**src/rx_paging_pkg.sv**
```systemverilog
// Constants for the receive-port register paging block.
// Summary of operation
// - Accesses to offsets 0x4D-0x7F and 0xD0-0xDF go through port paging.
// - Select bits 5:4 choose which port copy supplies paged read data.
// - Select bits 3:0 enable writes to ports 3:0; several may be set.
// - A cleared write enable blocks paged writes to that port.
// - Every access source keeps its own independent paging selection.
// - Select bits 7:6 read zero for local host sources.
// - Select bits 7:6 read the carrying port index for control-channel sources.
// - Read port resets to 0 locally, to the carrying port for control channel.
// - Write enable resets to one only for the control channel's own port.
// - Status register at 0x4D returns status of the selected read port.
// - Status bits 7:6 report the selected read port number.
// - Status bit 5 latches a control-channel checksum fault until status is read.
package rx_paging_pkg;
  localparam int NUM_PORTS = 4;
  localparam int NUM_LOCAL = 2;
  localparam int NUM_SOURCES = 6;
  localparam logic [2:0] FIRST_CTRL_SOURCE = 3'h2;
  localparam logic [2:0] NUM_SOURCES_CODE = 3'h6;
  localparam logic [7:0] ADDR_PAGE_SELECT = 8'h4c;
  localparam logic [7:0] ADDR_LANE_STATUS_FIRST = 8'h4d;
  localparam logic [7:0] PAGED_LOW_START = 8'h4d;
  localparam logic [7:0] PAGED_LOW_END = 8'h7f;
  localparam logic [7:0] PAGED_HIGH_START = 8'hd0;
  localparam logic [7:0] PAGED_HIGH_END = 8'hdf;
  localparam int PHYS_MSB = 7;
  localparam int PHYS_LSB = 6;
  localparam int READ_MSB = 5;
  localparam int READ_LSB = 4;
  localparam int WRITE_MSB = 3;
  localparam int WRITE_LSB = 0;
  localparam int STS_PORT_MSB = 7;
  localparam int STS_PORT_LSB = 6;
  localparam int STS_CHECKSUM_BIT = 5;
  localparam logic [1:0] LOCAL_READ_RESET = 2'h0;
  localparam logic [3:0] LOCAL_WRITE_RESET = 4'h0;
  localparam logic [3:0] CTRL_WRITE_RESET_BASE = 4'h1;
endpackage : rx_paging_pkg

```
**src/rx_port_register_paging.sv**
```systemverilog
// Per-source port paging of the receive-port register space.
`timescale 1ns/1ps
module rx_port_register_paging (
  input wire logic clock,
  input wire logic sys_rst,
  input wire logic req_valid,
  input wire logic req_write,
  input wire logic [2:0] req_source,
  input wire logic [7:0] req_addr,
  input wire logic [7:0] req_wdata,
  input wire logic [7:0] shared_rd_data,
  input wire logic [3:0][7:0] port_rd_data,
  input wire logic [3:0] crc_error_event,
  output logic rsp_valid,
  output logic [7:0] rsp_rdata,
  output logic shared_wr_strobe,
  output logic [3:0] port_wr_strobe,
  output logic [7:0] wr_addr,
  output logic [7:0] wr_data
);
  logic [1:0] read_sel_reg [rx_paging_pkg::NUM_SOURCES];
  logic [1:0] read_sel_next [rx_paging_pkg::NUM_SOURCES];
  logic [3:0] write_en_reg [rx_paging_pkg::NUM_SOURCES];
  logic [3:0] write_en_next [rx_paging_pkg::NUM_SOURCES];
  logic [3:0] checksum_fault_reg;
  logic [3:0] checksum_fault_next;
  logic rsp_valid_next;
  logic [7:0] rsp_rdata_next;
  logic shared_wr_strobe_next;
  logic [3:0] port_wr_strobe_next;
  logic [7:0] wr_addr_next;
  logic [7:0] wr_data_next;
  logic src_ok;
  logic [2:0] src_idx;
  logic is_ctrl;
  logic [1:0] phys_port;
  logic [1:0] cur_read;
  logic [3:0] cur_write;
  logic in_paged;
  logic sel_hit;
  logic sts_hit;
  logic [7:0] status_value;

  always_comb begin
    src_ok = req_valid && (req_source < rx_paging_pkg::NUM_SOURCES_CODE);
    src_idx = src_ok ? req_source : 3'h0;
    is_ctrl = src_idx >= rx_paging_pkg::FIRST_CTRL_SOURCE;
    phys_port = is_ctrl ? 2'(src_idx - rx_paging_pkg::FIRST_CTRL_SOURCE) : 2'h0;
    cur_read = read_sel_reg[src_idx];
    cur_write = write_en_reg[src_idx];
    sel_hit = req_addr == rx_paging_pkg::ADDR_PAGE_SELECT;
    sts_hit = req_addr == rx_paging_pkg::ADDR_LANE_STATUS_FIRST;
    in_paged = ((req_addr >= rx_paging_pkg::PAGED_LOW_START) &&
                (req_addr <= rx_paging_pkg::PAGED_LOW_END)) ||
               ((req_addr >= rx_paging_pkg::PAGED_HIGH_START) &&
                (req_addr <= rx_paging_pkg::PAGED_HIGH_END));
    status_value = 8'h00;
    status_value[rx_paging_pkg::STS_PORT_MSB:rx_paging_pkg::STS_PORT_LSB] = cur_read;
    status_value[rx_paging_pkg::STS_CHECKSUM_BIT] = checksum_fault_reg[cur_read];
  end

  // Selection state, one copy per source.
  generate
    for (genvar s = 0; s < rx_paging_pkg::NUM_SOURCES; s++) begin : g_source
      localparam logic [1:0] READ_RESET = (s < rx_paging_pkg::NUM_LOCAL) ?
        rx_paging_pkg::LOCAL_READ_RESET : 2'(s - rx_paging_pkg::NUM_LOCAL);
      localparam logic [3:0] WRITE_RESET = (s < rx_paging_pkg::NUM_LOCAL) ?
        rx_paging_pkg::LOCAL_WRITE_RESET :
        4'(rx_paging_pkg::CTRL_WRITE_RESET_BASE << (s - rx_paging_pkg::NUM_LOCAL));

      always_comb begin
        read_sel_next[s] = read_sel_reg[s];
        write_en_next[s] = write_en_reg[s];
        if (src_ok && req_write && sel_hit && (src_idx == 3'(s))) begin
          read_sel_next[s] = req_wdata[rx_paging_pkg::READ_MSB:rx_paging_pkg::READ_LSB];
          write_en_next[s] = req_wdata[rx_paging_pkg::WRITE_MSB:rx_paging_pkg::WRITE_LSB];
        end
      end

      always_ff @(posedge clock or posedge sys_rst) begin
        if (sys_rst) begin
          read_sel_reg[s] <= READ_RESET;
          write_en_reg[s] <= WRITE_RESET;
        end else begin
          read_sel_reg[s] <= read_sel_next[s];
          write_en_reg[s] <= write_en_next[s];
        end
      end
    end
  endgenerate

  // Sticky checksum faults; a new fault wins over the clearing read.
  always_comb begin
    checksum_fault_next = checksum_fault_reg;
    if (src_ok && !req_write && sts_hit) begin
      checksum_fault_next[cur_read] = 1'b0;
    end
    checksum_fault_next = checksum_fault_next | crc_error_event;
  end

  always_ff @(posedge clock or posedge sys_rst) begin
    if (sys_rst) begin
      checksum_fault_reg <= 4'h0;
    end else begin
      checksum_fault_reg <= checksum_fault_next;
    end
  end

  // Request decode, read mux and write strobes.
  always_comb begin
    rsp_valid_next = src_ok;
    rsp_rdata_next = 8'h00;
    shared_wr_strobe_next = 1'b0;
    port_wr_strobe_next = 4'h0;
    wr_addr_next = wr_addr;
    wr_data_next = wr_data;
    if (src_ok) begin
      if (req_write) begin
        wr_addr_next = req_addr;
        wr_data_next = req_wdata;
        if (sel_hit || sts_hit) begin
          port_wr_strobe_next = 4'h0;
        end else if (in_paged) begin
          port_wr_strobe_next = cur_write;
        end else begin
          shared_wr_strobe_next = 1'b1;
        end
      end else begin
        if (sel_hit) begin
          rsp_rdata_next[rx_paging_pkg::PHYS_MSB:rx_paging_pkg::PHYS_LSB] = phys_port;
          rsp_rdata_next[rx_paging_pkg::READ_MSB:rx_paging_pkg::READ_LSB] = cur_read;
          rsp_rdata_next[rx_paging_pkg::WRITE_MSB:rx_paging_pkg::WRITE_LSB] = cur_write;
        end else if (sts_hit) begin
          rsp_rdata_next = status_value;
        end else if (in_paged) begin
          rsp_rdata_next = port_rd_data[cur_read];
        end else begin
          rsp_rdata_next = shared_rd_data;
        end
      end
    end
  end

  always_ff @(posedge clock or posedge sys_rst) begin
    if (sys_rst) begin
      rsp_valid <= 1'b0;
      rsp_rdata <= 8'h00;
      shared_wr_strobe <= 1'b0;
      port_wr_strobe <= 4'h0;
      wr_addr <= 8'h00;
      wr_data <= 8'h00;
    end else begin
      rsp_valid <= rsp_valid_next;
      rsp_rdata <= rsp_rdata_next;
      shared_wr_strobe <= shared_wr_strobe_next;
      port_wr_strobe <= port_wr_strobe_next;
      wr_addr <= wr_addr_next;
      wr_data <= wr_data_next;
    end
  end
endmodule : rx_port_register_paging

```
**config.mk**
```make
export PLATFORM = sky130hd
export DESIGN_NAME = rx_port_register_paging
export DESIGN_NICKNAME = d
export VERILOG_FILES = /design/src/rx_paging_pkg.sv /design/src/rx_port_register_paging.sv
export SDC_FILE = /design/constraint.sdc
export NUM_CORES = 1
export LEC_CHECK = 0
export BUFFER_PORTS_ARGS = -buffer_cell sky130_fd_sc_hd__buf_2
export CAP_MARGIN = 5
export CELL_PAD_IN_SITES_DETAIL_PLACEMENT = 0
export CELL_PAD_IN_SITES_GLOBAL_PLACEMENT = 1
export CORE_MARGIN = 1.5
export CORE_UTILIZATION = 44
export DETAILED_ROUTE_END_ITERATION = 7
export GPL_ROUTABILITY_DRIVEN = 0
export HOLD_SLACK_MARGIN = 0.03
export PLACE_DENSITY_LB_ADDON = 0.08
export SETUP_SLACK_MARGIN = 0.1
export SYNTH_ARGS = -nofsm -noshare
export SYNTH_HDL_FRONTEND = slang
export SYNTH_SLANG_ARGS = --single-unit
export TNS_END_PERCENT = 100
```
**constraint.sdc**
```tcl
create_clock -name clock -period 4.8 [get_ports clock]
set_input_delay 0.24 -clock clock [delete_from_list [all_inputs] [get_ports clock]]
set_output_delay 0.24 -clock clock [all_outputs]
set_load 0.01 [all_outputs]
```
# [Word-level counts from Yosys, hierarchy flattened]
# Index checks and enable logic that the tools add are counted.
# W data, S select, Z words.
[word_totals] inputBits=67 regBits=70 out_inout_bits=30
[op_classes] addsub=1 bitwise_logic=4 reduce_logical=19 eq_ne=7 mux=28 n_lt_le_gt_ge=9
[ops] cell="$mux W8" count=6
[ops] cell="$mux W4" count=7
[ops] cell="$bmux W8 S2" count=1
[ops] cell="$eq A8 B7 Y1 const B" count=2
[ops] cell="$logic_and A1 B1 Y1" count=14
[ops] cell="$bmux W4 S3" count=1
[ops] cell="$ge A8 B7 Y1 const B" count=1
[ops] cell="$ge A8 B8 Y1 const B" count=1
[ops] cell="$le A8 B7 Y1 const B" count=1
[ops] cell="$le A8 B8 Y1 const B" count=1
[ops] cell="$bmux W2 S3" count=1
[ops] cell="$eq A3 B2 Y1 const B" count=2
[ops] cell="$eq A3 B3 Y1 const B" count=2
[ops] cell="$mux W1" count=6
[ops] cell="$mux W2" count=3
[ops] cell="$and A4 B4 Y4" count=1
[ops] cell="$ge A4 B4 Y1 const B" count=1
[ops] cell="$not A3 Y4" count=1
[ops] cell="$not A4 Y4" count=1
[ops] cell="$or A4 B4 Y4" count=1
[ops] cell="$eq A3 B1 Y1 const B" count=1
[ops] cell="$ge A3 B2 Y1 const B" count=1
[ops] cell="$logic_not A3 Y1" count=1
[ops] cell="$lt A2 B3 Y1 const B" count=1
[ops] cell="other kinds (9)" count=10

# [Depth between registers and ports, before layout]
[depth] word_depth=15 depth_mapped=8 ltp_nobuf=6

# [Least setup slack after synthesis]
# Ideal clock, no wire load.
[synth_path] path_kind="input-to-reg" startpoint="input port req_valid" endpoint="register rsp_rdata[0]" cell_stages=7 path_buffers=1 slack_ns=2.841 arrival_ns=1.829 setup_time_ns=0.130 path_cell_list="buf_2 -> nor2b_1 -> o221ai_4 -> o21ai_4 -> mux4_2 -> nand2_1 -> o211ai_1"
[synth_between] elab_chain_len=13 elab_cells_between_ends=16 cone_classes="mux: 14; bitwise: 1; reduce/logical: 1"
[synth_lines] element="start, declared" line="rx_port_register_paging.sv:6" text="input wire logic req_valid,"
[synth_lines] element="$logic_and A1 B1 Y1 (*)" line="rx_port_register_paging.sv:45" text="src_ok = req_valid && (req_source < rx_paging_pkg::NUM_SOURCES_CODE);"
[synth_lines] element="$mux W3" line="rx_port_register_paging.sv:46" text="src_idx = src_ok ? req_source : 3'h0;"
[synth_lines] element="$not A3 Y4 (implied by the code)" line="rx_port_register_paging.sv:49, rx_port_register_paging.sv:50"
[synth_lines] element="$bmux W2 S3" line="rx_port_register_paging.sv:49" text="cur_read = read_sel_reg[src_idx];"
[synth_lines] element="$mux W2 (implied by the code) (2 in a row)" line="rx_port_register_paging.sv:49"
[synth_lines] element="$bmux W8 S2" line="rx_port_register_paging.sv:136" text="rsp_rdata_next = port_rd_data[cur_read];"
[synth_lines] element="$mux W8 (implied by the code)" line="rx_port_register_paging.sv:136"
[synth_lines] element="$mux W8" line="rx_port_register_paging.sv:135" text="end else if (in_paged) begin"
[synth_lines] element="$mux W8" line="rx_port_register_paging.sv:133" text="end else if (sts_hit) begin"
[synth_lines] element="$mux W8" line="rx_port_register_paging.sv:129" text="if (sel_hit) begin"
[synth_lines] element="$mux W8" line="rx_port_register_paging.sv:118" text="if (req_write) begin"
[synth_lines] element="$mux W8 (*)" line="rx_port_register_paging.sv:117" text="if (src_ok) begin"
[synth_lines] element="via rsp_rdata_next[0]" line="rx_port_register_paging.sv:28" text="logic [7:0] rsp_rdata_next;"
[synth_lines] element="end signal, assigned" line="rx_port_register_paging.sv:154" text="rsp_rdata <= rsp_rdata_next;"
[synth_lines] element="end, declared" line="rx_port_register_paging.sv:15" text="output logic [7:0] rsp_rdata,"
# The timed path passes the listed nets; every way through them passes the cells marked *. The select of a mux whose other input is x is not followed.
# A chain may end at the register's enable or synchronous reset.

# [Worst setup path in the final report]
[layout_path] startpoint="input port req_source[1]" endpoint="register read_sel_reg[9] (netlist bit)"
[layout_between] elab_chain_len=5 elab_cells_between_ends=7 cone_classes="order compare: 1; eq/ne: 1; mux: 1; reduce/logical: 4"
[layout_lines] element="start, declared" line="rx_port_register_paging.sv:8" text="input wire logic [2:0] req_source,"
[layout_lines] element="$lt A3 B3 Y1 (*)" line="rx_port_register_paging.sv:45"
[layout_lines] element="$logic_and A1 B1 Y1 (*)" line="rx_port_register_paging.sv:45"
[layout_lines] element="via rsp_valid_next" line="rx_port_register_paging.sv:27" text="logic rsp_valid_next;"
[layout_lines] element="$mux W3 / $logic_and A1 B1 Y1 (equally long branches)" line="rx_port_register_paging.sv:46, rx_port_register_paging.sv:74"
[layout_lines] element="$eq A3 B1 Y1 / $logic_and A1 B1 Y1 (equally long branches)" line="rx_port_register_paging.sv:74" text="if (src_ok && req_write && sel_hit && (src_idx == 3'(s))) begin"
[layout_lines] element="$logic_and A1 B1 Y1 (*)" line="rx_port_register_paging.sv:74"
[layout_lines] element="end signal, assigned by index" line="rx_port_register_paging.sv:85" text="read_sel_reg[s] <= read_sel_next[s];"
[layout_lines] element="end, declared" line="rx_port_register_paging.sv:21" text="logic [1:0] read_sel_reg [rx_paging_pkg::NUM_SOURCES];"
# The timed path passes the listed nets; every way through them passes the cells marked *.

==> flow_summary.ini <==
[outcome]
status = complete, no violations

[synth]
ys_ff_latch = 70
synth_top_flop_cell = dfrtp_1
postSynthAreaPerCell_um2 = 12.1
syn_area_mm2 = 0.00362
synth_edf_count = 0
seq_area_frac_synth_pct = 48.7
synth_cell_types = 54
syn_nets = 366
synth_top_area_cell = dfrtp_1
synth.area.top_cells = dfrtp_1, mux2_2, dfstp_2, mux4_2, mux2i_1
ys_warn_count = 0
syn_inst = 299
netlist.area_leader.share_pct = 42.9
async_flop_share_pct = 100

[timing]
final_hold_viol_count = 0
min_period_over_period_pct = 53.9
fin_crit_ps = 2590
clock_skew_ps = 12.5
max_freq_mhz = 386
hold_ws_ps = 76.7
setup_viol = 0
slew_viol_final = 0
rsz0062_at_grt = no
maxSlewHeadroom_pct = 38.2
tightest_slew_ps = 924
finalSetupTns_ps = 0

[layout]
nets = 461
drive_above_1_share_pct = 48.6
area_growth_syn_to_layout_pct = 20.1
antenna_cells = 0
fillers = 737
largest_register_ffs = 24

[place]
io_buffers = 96
dp_hpwl_um = 6300

[drt]
vias_per_cell = 5.45
postRouteAntennaNets = 0
wl_um = 8580
avgRoutedWirePerCell_um = 17.1
drc_errors = 0
drtIter0Drc = 115
vias = 2729
first_pass_iters = 4

[clocking]
clkLatencyLatePin_ps = 350
path_clk_slew_ps = 70
cts_setup_buffers = 0
clock_path_buffers = 2
cts_resized = 0
cts_hold_buf = 0
cts_root_buf = clkbuf_8
cts_made_buffers = 9
clock-sinks = 70
ctsHtreeMaxLevel = 3
cts_tree = yes

[grt]
grt_pass1_wl_um = 13500
grt_overflow = 0
grt_max_degree = 71
grt_util_all_layers_pct = 20.3
antenna_found_initial = 0
grt_pass1_vias = 2596

[worst_setup_path]
worstPathArrival_ps = 2820
crit_required_ps = 5030
start_kind = input port
cp_max_fo = 20
worstSetupPathType = in -> reg
cp-end-kind = flip-flop
ff2ff_setup_slack_ps = 2580

[floorplanning]
die_h_um = 93.7
pin_count = 97
start_util_pct = 46.1
fp.dieArea_mm2 = 0.00877
row_count = 32
design.core.area_mm2 = 0.00785
fp.dieW_um = 93.7

[hold_path]
hp-class = in -> reg

[power_and_ir_drop]
powerDensity_mw_per_mm2 = 288
vdd_drop_max_v = 0.000184
p_leak_nw = 2.03

[run]
drv_cap = 0
==> worst max-delay path, stage by stage <==
cell,delay [ps]
buf_2,200
a21boi_2,330
nand2_1,620
nor4_1,540
nor2b_1,500
mux2_2,390
==> Yosys cell counts, types with 2 or more instances <==
library cell / count
a21o_1: 5
dfstp_2: 8
nand3b_1: 3
nand3_1: 6
a21oi_1: 9
nand2_1: 24
mux2i_1: 9
o21a_1: 8
a22oi_1: 3
nor2_1: 16
buf_1: 2
mux2_2: 49
clkbuf_1: 4
inv_1: 5
buf_2: 6
mux2_4: 6
o211ai_1: 8
o22ai_1: 7
nor4_4: 2
mux4_2: 5
a2bb2oi_1: 2
o22a_1: 3
nor2b_1: 3
o31ai_1: 2
o21ai_0: 7
nand2b_1: 7
o2111ai_1: 2
dfrtp_1: 62
==> path summary, 6_finish.rpt <==
check,start,depth (start not counted),end
worst max-delay path,req_source[1],6,read_sel_reg[9]
worst min register to register,wr_addr[7],2,wr_addr[7]
worst min-delay path,crc_error_event[2],2,checksum_fault_reg[2]
max in group asynchronous,sys_rst,3,read_sel_reg[2]
min in group asynchronous,sys_rst,3,wr_data[2]
worst max register to register,read_sel_reg[10],6,rsp_rdata[2]
==> power by group <==
| group | total, mW | switching, mW | internal (mW) |
|---|---|---|---|
| sequential | 0.632 | 0.0126 | 0.619 |
| combinational | 0.200 | 0.109 | 0.0912 |
| clock | 0.421 | 0.231 | 0.190 |
| total | 1.25 | 0.353 | 0.900 |
==> layout make-up <==
class,count,area [um2],area share (%)
sequential,70,1760,40.6
clock inverter,6,47.5,1.09
clock buffer,10,128,2.94
inverter,5,18.8,0.432
timing repair buffer,98,495,11.4
multi-input combinational,210,1760,40.6
tap,102,128,2.94
==> per-layer routing <==
layer  wire, um  global-route usage, %
met5          0                      0
met4         81                   4.85
met3        486                   5.42
met2       3980                   32.9
met1       4030                   27.3
==> logic make-up (layout without fill, tap and decap cells) <==
| family | Yosys count | after routing | share of synthesized area, % |
|---|---|---|---|
| DFF | 70 | 70 | 48.7 |
| muxes | 70 | 70 | 23.7 |
| AOI/OAI and AO/OA | 65 | 65 | 13.4 |
| buffers and inverters | 19 | 119 | 2.49 |
| and+or+nand+nor | 75 | 75 | 11.7 |
==> metrics by stage <==
| step | cells | util (%) | instance area, um2 | setup slack (ps) | total power, mW |
|---|---|---|---|---|---|
| floorplan | 299 | - | 3620 | 2810 | 0.759 |
| global placement | 485 | 53.1 | 4170 | 1970 | 0.842 |
| detailed placement | 485 | 53.1 | 4170 | 1810 | 0.845 |
| CTS | 501 | 55.3 | 4340 | 2170 | 1.27 |
| global route | 501 | 55.3 | 4340 | 2030 | 1.31 |
| finish | 501 | 55.3 | 4340 | 2210 | 1.25 |
==> cells in the final DEF, fill, tap and decap left out, types with 2 or more instances in the layout <==
| master | netlist | layout |
|---|---|---|
| nand2b_1 | 7 | 7 |
| dfstp_2 | 8 | 8 |
| nand3_1 | 6 | 6 |
| mux2_2 | 49 | 49 |
| a22oi_1 | 3 | 3 |
| a2bb2oi_1 | 2 | 2 |
| nand2_1 | 24 | 24 |
| a21o_1 | 5 | 5 |
| clkbuf_8 | 0 | 9 |
| o211ai_1 | 8 | 8 |
| nand3b_1 | 3 | 3 |
| nor2b_1 | 3 | 3 |
| o22a_1 | 3 | 3 |
| mux4_2 | 5 | 5 |
| nor2_1 | 16 | 16 |
| a21oi_1 | 9 | 9 |
| o22ai_1 | 7 | 7 |
| o21ai_0 | 7 | 7 |
| dfrtp_1 | 62 | 62 |
| nor4_4 | 2 | 2 |
| mux2i_1 | 9 | 9 |
| buf_2 | 6 | 96 |
| o31ai_1 | 2 | 2 |
| o21a_1 | 8 | 8 |
| buf_4 | 1 | 2 |
| o2111ai_1 | 2 | 2 |
| mux2_4 | 6 | 6 |
| inv_1 | 5 | 4 |
| clkinvlp_4 | 0 | 4 |
(Power assumes the default switching activity.)
